## src/lhp_consts.svh

```systemverilog
`ifndef LHP_CONSTS_SVH
`define LHP_CONSTS_SVH

// register offsets from the board port base
`define LHP_DATA_OFS      8'h02
`define LHP_STAT_OFS      8'h03

// status field positions
`define LHP_ST_AVAIL_BIT  0
`define LHP_ST_TAKEN_BIT  1

// reset value and default port base
`define LHP_DATA_RST      8'h00
`define LHP_BASE_DEFAULT  8'h10

// bus write strobe width, clock period in ns
`define LHP_CLK_NS        10
`define LHP_WSTB_MIN_NS   150
`define LHP_WSTB_MAX_NS   1000
`define LHP_WSTB_MIN_CYC  ((`LHP_WSTB_MIN_NS + `LHP_CLK_NS - 1) / `LHP_CLK_NS)
`define LHP_WSTB_MAX_CYC  (`LHP_WSTB_MAX_NS / `LHP_CLK_NS)

`endif

```

## src/lhp_pkg.sv

```systemverilog
package lhp_pkg;

    // strap settings of the port
    typedef struct packed {
        logic       input_strobe_polarity_select;
        logic       output_enable_polarity_select;
        logic       transparent_select;
        logic [1:0] attention_mode_jumper;
    } lhp_cfg_t;

    // peripheral-side input pins
    typedef struct packed {
        logic       strobe;
        logic       output_enable;
        logic [7:0] data;
    } lhp_periph_t;

    typedef enum logic [3:0] {
        LHP_ATT_LVL_HI   = 4'b0001,
        LHP_ATT_LVL_LO   = 4'b0010,
        LHP_ATT_PULS_POS = 4'b0100,
        LHP_ATT_PULS_NEG = 4'b1000
    } lhp_att_mode_t;

endpackage

```

## src/lhp_port.sv

```systemverilog
`timescale 1ns/1ns
`include "lhp_consts.svh"
// How it works
// RULE1: data register at base plus two
// RULE2: status register at base plus three
// RULE3: status bit0 input available, bit1 taken
// RULE4: input strobe captures data, sets available flag
// RULE5: edge latch: polarity picks rising or falling
// RULE6: transparent latch flows during pulse, holds after
// RULE7: open strobe, polarity on: always live data
// RULE8: output enable drives data, clears attention, taken
// RULE9: enable polarity: on active low, off high
// RULE10: strobed mode: peripheral holds enable asserted
// RULE11: attention has four selectable behaviours
// RULE12: level mode: write raises attention active
// RULE13: level mode: enable returns attention idle
// RULE14: attention flag state readable via status
// RULE15: pulse mode: attention follows write strobe width
// RULE16: input interrupt, no initialization needed
// RULE17: data read clears available and interrupt
// RULE18: reset clears available, attention idles; code holds attention low in reset, idle level once straps settle
module lhp_port
    import lhp_pkg::*;
#(
    parameter logic [7:0] PORT_BASE = `LHP_BASE_DEFAULT
) (
    // clock and reset
    input  wire logic        clk,
    input  wire logic        resetn,
    // host bus pins
    input  wire logic [7:0]  bus_addr,
    input  wire logic [7:0]  bus_wdata,
    input  wire logic        bus_read_strobe,
    input  wire logic        bus_write_strobe,
    output logic      [7:0]  bus_rdata,
    output logic             bus_rdata_valid,
    // straps
    input  wire lhp_cfg_t    cfg,
    // peripheral pins
    input  wire lhp_periph_t periph,
    output logic      [7:0]  out_data,
    output logic             out_data_oe,
    output logic             attention,
    output logic             in_irq
);

    // two-flop synchronisers for every pin
    logic [7:0]  addr_s1,  addr_s;
    logic [7:0]  wdata_s1, wdata_s;
    logic        rd_s1,    rd_s;
    logic        wr_s1,    wr_s;
    logic        rd_d,     wr_d;
    lhp_cfg_t    cfg_s1,   cfg_s;
    lhp_periph_t per_s1,   per_s;

    always_ff @(posedge clk or negedge resetn) begin
        if (!resetn) begin
            addr_s1  <= 8'h00;
            addr_s   <= 8'h00;
            wdata_s1 <= 8'h00;
            wdata_s  <= 8'h00;
            rd_s1    <= 1'b0;
            rd_s     <= 1'b0;
            wr_s1    <= 1'b0;
            wr_s     <= 1'b0;
            rd_d     <= 1'b0;
            wr_d     <= 1'b0;
            cfg_s1   <= '0;
            cfg_s    <= '0;
            per_s1   <= '0;
            per_s    <= '0;
        end else begin
            addr_s1  <= bus_addr;
            addr_s   <= addr_s1;
            wdata_s1 <= bus_wdata;
            wdata_s  <= wdata_s1;
            rd_s1    <= bus_read_strobe;
            rd_s     <= rd_s1;
            wr_s1    <= bus_write_strobe;
            wr_s     <= wr_s1;
            rd_d     <= rd_s;
            wr_d     <= wr_s;
            cfg_s1   <= cfg;
            cfg_s    <= cfg_s1;
            per_s1   <= periph;
            per_s    <= per_s1;
        end
    end

    // address decode; strobes act on their leading edge
    logic sel_data;
    logic sel_stat;
    logic wr_data;
    logic rd_data;
    logic rd_stat;

    assign sel_data = (addr_s == PORT_BASE + `LHP_DATA_OFS); // RULE1
    assign sel_stat = (addr_s == PORT_BASE + `LHP_STAT_OFS); // RULE2
    assign wr_data  = wr_s & ~wr_d & sel_data;
    assign rd_data  = rd_s & ~rd_d & sel_data;
    assign rd_stat  = rd_s & ~rd_d & sel_stat;

    // input channel; an open strobe pin floats high through its pull-up
    logic strb_act;
    logic strb_act_d;
    logic cap;
    logic [7:0] in_reg;
    logic avail_reg;

    assign strb_act = (per_s.strobe == cfg_s.input_strobe_polarity_select);     // RULE5
    assign cap      = cfg_s.transparent_select ? strb_act                       // RULE6
                                               : (strb_act & ~strb_act_d);      // RULE5

    // reset as if already active: synced pins and straps come out of
    // reset at zero, which would otherwise read as a false strobe edge
    always_ff @(posedge clk or negedge resetn) begin
        if (!resetn) begin
            strb_act_d <= 1'b1;
        end else begin
            strb_act_d <= strb_act;
        end
    end

    // transparent mode reloads every cycle while active, so an open
    // strobe with polarity on keeps the register live
    always_ff @(posedge clk or negedge resetn) begin
        if (!resetn) begin
            in_reg <= `LHP_DATA_RST;
        end else if (cap) begin
            in_reg <= per_s.data; // RULE4 RULE7
        end
    end

    // set wins over the read clear
    always_ff @(posedge clk or negedge resetn) begin
        if (!resetn) begin
            avail_reg <= 1'b0; // RULE18
        end else if (cap) begin
            avail_reg <= 1'b1; // RULE4
        end else if (rd_data) begin
            avail_reg <= 1'b0; // RULE17
        end
    end

    // output channel
    logic       oe_act;
    logic [7:0] out_reg;
    logic       att_flag_reg;
    logic       att_flag_next;

    assign oe_act = per_s.output_enable ^ cfg_s.output_enable_polarity_select; // RULE9

    always_ff @(posedge clk or negedge resetn) begin
        if (!resetn) begin
            out_reg <= `LHP_DATA_RST;
        end else if (wr_data) begin
            out_reg <= wdata_s; // RULE1
        end
    end

    // enable holds the flag clear like a hardware clear input, so in
    // strobed operation a write never leaves attention stuck active
    always_comb begin
        att_flag_next = att_flag_reg;
        if (oe_act) begin
            att_flag_next = 1'b0; // RULE8 RULE13
        end else if (wr_data) begin
            att_flag_next = 1'b1; // RULE12
        end
    end

    always_ff @(posedge clk or negedge resetn) begin
        if (!resetn) begin
            att_flag_reg <= 1'b0;
        end else begin
            att_flag_reg <= att_flag_next;
        end
    end

    // drivers stay off until the peripheral enables them
    always_ff @(posedge clk or negedge resetn) begin
        if (!resetn) begin
            out_data    <= `LHP_DATA_RST;
            out_data_oe <= 1'b0;
        end else begin
            out_data    <= out_reg;
            out_data_oe <= oe_act; // RULE8 RULE10
        end
    end

    // attention output
    lhp_att_mode_t att_mode;
    logic          wstb_pulse;
    logic          att_next;

    assign wstb_pulse = wr_s & sel_data; // RULE15

    always_comb begin
        case (cfg_s.attention_mode_jumper) // RULE11
            2'b00:   att_mode = LHP_ATT_LVL_HI;
            2'b01:   att_mode = LHP_ATT_LVL_LO;
            2'b10:   att_mode = LHP_ATT_PULS_POS;
            default: att_mode = LHP_ATT_PULS_NEG;
        endcase
    end

    always_comb begin
        case (att_mode)
            LHP_ATT_LVL_HI:   att_next = att_flag_next;  // RULE12
            LHP_ATT_LVL_LO:   att_next = ~att_flag_next; // RULE12
            LHP_ATT_PULS_POS: att_next = wstb_pulse;     // RULE15
            LHP_ATT_PULS_NEG: att_next = ~wstb_pulse;    // RULE15
            default:          att_next = 1'b0;
        endcase
    end

    // straps settle a few cycles after reset; idle level follows them
    always_ff @(posedge clk or negedge resetn) begin
        if (!resetn) begin
            attention <= 1'b0; // RULE18
        end else begin
            attention <= att_next;
        end
    end

    always_ff @(posedge clk or negedge resetn) begin
        if (!resetn) begin
            in_irq <= 1'b0;
        end else begin
            in_irq <= cap | (avail_reg & ~rd_data); // RULE16 RULE17
        end
    end

    // read path; unmapped addresses return zero with no valid
    always_ff @(posedge clk or negedge resetn) begin
        if (!resetn) begin
            bus_rdata       <= 8'h00;
            bus_rdata_valid <= 1'b0;
        end else begin
            bus_rdata_valid <= rd_data | rd_stat;
            if (rd_data) begin
                bus_rdata <= in_reg; // RULE1
            end else if (rd_stat) begin
                bus_rdata <= 8'h00; // RULE3
                bus_rdata[`LHP_ST_AVAIL_BIT] <= avail_reg; // RULE3
                bus_rdata[`LHP_ST_TAKEN_BIT] <= ~att_flag_reg; // RULE14
            end else begin
                bus_rdata <= 8'h00;
            end
        end
    end
endmodule // lhp_port

```

## config.mk

```make
export PLATFORM = sky130hd
export DESIGN_NAME = lhp_port
export DESIGN_NICKNAME = d
export VERILOG_FILES = /design/src/lhp_pkg.sv /design/src/lhp_port.sv
export VERILOG_INCLUDE_DIRS = /design/src /design/src/src
export SDC_FILE = /design/constraint.sdc
export NUM_CORES = 1
export LEC_CHECK = 0
export BUFFER_PORTS_ARGS = -buffer_cell sky130_fd_sc_hd__buf_2
export CAP_MARGIN = 20
export CORE_ASPECT_RATIO = 1.4
export CORE_MARGIN = 5
export CORE_UTILIZATION = 53
export CTS_CLUSTER_SIZE = 14
export DETAILED_ROUTE_END_ITERATION = 8
export PLACE_DENSITY = 0.76
export SLEW_MARGIN = 20
export SYNTH_ARGS = -nofsm -noshare
export SYNTH_HDL_FRONTEND = slang
export SYNTH_SLANG_ARGS = --single-unit
```

## constraint.sdc

```tcl
create_clock -name clk -period 2.1 [get_ports clk]
set_input_delay 0.105 -clock clk [delete_from_list [all_inputs] [get_ports clk]]
set_output_delay 0.105 -clock clk [all_outputs]
set_load 0.02 [all_outputs]
```

==> out/results.ini <==
[yosys]
netlist_instances=154
yosys_warnings=0
netlist_area_sq_mm=0.00309
muxShareOfSynthArea_pct=6.48
synth_seq_cells=107
synthAdderAreaFrac_pct=0
synth_xor_area_share_pct=0.851
synth_top_family_by_area=multiplexers
synthSimpleGateAreaFrac_pct=3.73
synth_compound_area_share_pct=1.46
synth_fp_nets=189
syn_area_per_cell_sq_um=20.1
synth-seq-area-share_pct=86.8
synth.distinct_cells=22

[setup_path]
crit_path_max_fanout=9
path_class=flip-flop to flip-flop
end_kind=flip-flop
arrival_ns=1.98
critPathLaunchType=flip-flop
cp.required_ns=2.34

[placement]
routabilityCongestion=0.748
dp_hpwl_mm=2.80
io_buffer_count=54

[route]
wirelength_mm=4.49
postRouteAntennaNets=0
drc=0
wl_per_cell_microns=13.6
first_iter_violations=97
vias=1498
first_pass_iters=4
post_drt_via_cell_ratio=4.55

[finish]
finalNetCount=289
area_delta_synth_final_pct=29.8
multiInputGateArea_sq_um=387
n_fill_cell=372
layout-drive-gt1-share_pct=35.5
reg.largest.list=per_s1 x10, per_s x10
n_antenna_cell=0
ff_latch_area_sq_mm=0.00268
final_cell_mix=106 x dfrtp_1, 53 x buf_2, 34 x dlygate4sd3_1, 16 x mux2_2, 10 x clkbuf_8
final_common_cell=dfrtp_1

[run]
maxCapViolations=0

[timing]
post-route-min-period_ns=1.74
setup_violations=0
fin_crit_sh_pct=83.0
rsz0062_at_grt=no
slew_violations=0
fmax_ghz=0.574
skew_ns=0.0120
tns_ns=0
report.final.hold_viol_count=0
worstMarginPinSlew_ns=0.548
slew_headroom_pct=63.3

[min_path]
hold_path_class=input port to asynchronous set/reset pin

[cts]
cts.path.max_buffers=2
cts_buffers=9
clock_latency_ns=0.35
clk_pin_slew_ns=0.10
clock_sinks=107
post_cts_buffers=0
htree_levels=3
clock-root-buffer=clkbuf_8
cts_tree=built

[floorplanning]
initial_core_util_pct=53.4
dieArea_sq_mm=0.00747
num_rows=33
io_pins=55
chipHeight_microns=100
coreArea_sq_mm=0.00578
chipWidth_microns=74.5

[power_and_ir_drop]
total_power_w=0.00362
cellLeakagePower_nw=2.00
powerDensity_mw_per_mm2=905
ir_worst_vdd_uv=603

[global_route]
grt_antenna_before_repair=0
grt_start_max_net_pins=62
overflow=0
grt_pass1_wl_mm=7.60
grt_usage_pct=14.0
grt_pass1_vias=1586

[outcome]
status=finished clean

cell type report:
class | count | area share, %
flip-flops and latches | 107 | 66.8
repair buffers | 90 | 16.0
multi-input cells | 43 | 9.65
clock buffers | 10 | 3.43
well taps | 70 | 2.19
clock inverters | 6 | 1.62
inverters | 3 | 0.281
routing by layer:
metal | GRT usage (%) | wire [microns]
met5 | 0 | 0
met4 | 8.63 | 95
met3 | 2.91 | 227
met2 | 21.5 | 2350
met1 | 18.1 | 1810
synth_stat cells:
master	n	area (sq um)
dfrtp_1	106	2650
mux2_2	16	180
and3_1	6	37.5
inv_1	3	11.3
nor2_1	3	11.3
a21o_1	2	15.0
mux2i_1	2	20.0
xnor2_1	2	17.5
a21boi_2	1	11.3
a21oi_1	1	5.00
a31oi_1	1	6.26
and4b_1	1	10.0
buf_6	1	11.3
dfstp_2	1	26.3
nand2_1	1	3.75
nand3b_4	1	20.0
nand4_1	1	6.26
nor2b_1	1	6.26
nor3_1	1	5.00
nor4b_2	1	15.0
o21bai_1	1	7.51
xor2_1	1	8.76
stage by stage:
stage	util [%]	instance area, sq um	hold WS (ns)	setup slack (ns)	cells
global placement	59.9	3460	-0.0705	0.439	279
finish	69.3	4010	0.0958	0.358	329
CTS	69.3	4010	0.0891	0.346	329
detailed placement	59.9	3460	-0.0719	0.374	279
floorplan	-	3090	-0.191	0.600	154
global route	69.3	4010	0.0982	0.303	329
critical path: stages, from the launching register on:
cell      delay (ns)
dfrtp_1         0.38
nor4b_2         0.29
and4b_1         0.43
nand3b_4        0.20
mux2_2          0.32
cells by family after synthesis:
logic type | count (synthesis)
AOI/OAI and AO/OA | 6
xor gates and xnor gates | 3
buffers and inverters | 4
DFF | 107
muxes | 18
and+or+nand+nor | 16
what timing repair did:
item / CTS / global route
hold buffers: 34 / 0
resized for setup: 0 / 0
hold endpoints to repair: 139 / 0
power breakdown:
part | switching, W | internal (W)
Sequential | 0.0000413 | 0.00217
Clock | 0.000626 | 0.000583
Combinational | 0.0000906 | 0.000115
final timing paths:
path	cells past startpoint	slack, ns	end	from
setup / recovery	4	0.36	out_reg[7]	addr_s[5]
hold / removal	2	0.1	bus_rdata[7]	resetn
setup reg to reg	4	0.36	out_reg[7]	addr_s[5]
hold reg to reg	0	0.34	wdata_s[3]	wdata_s1[3]
max in group asynchronous	3	1.34	addr_s[0]	resetn
min in group clk	0	0.34	wdata_s[3]	wdata_s1[3]
Power figures use the tool's default switching activity.
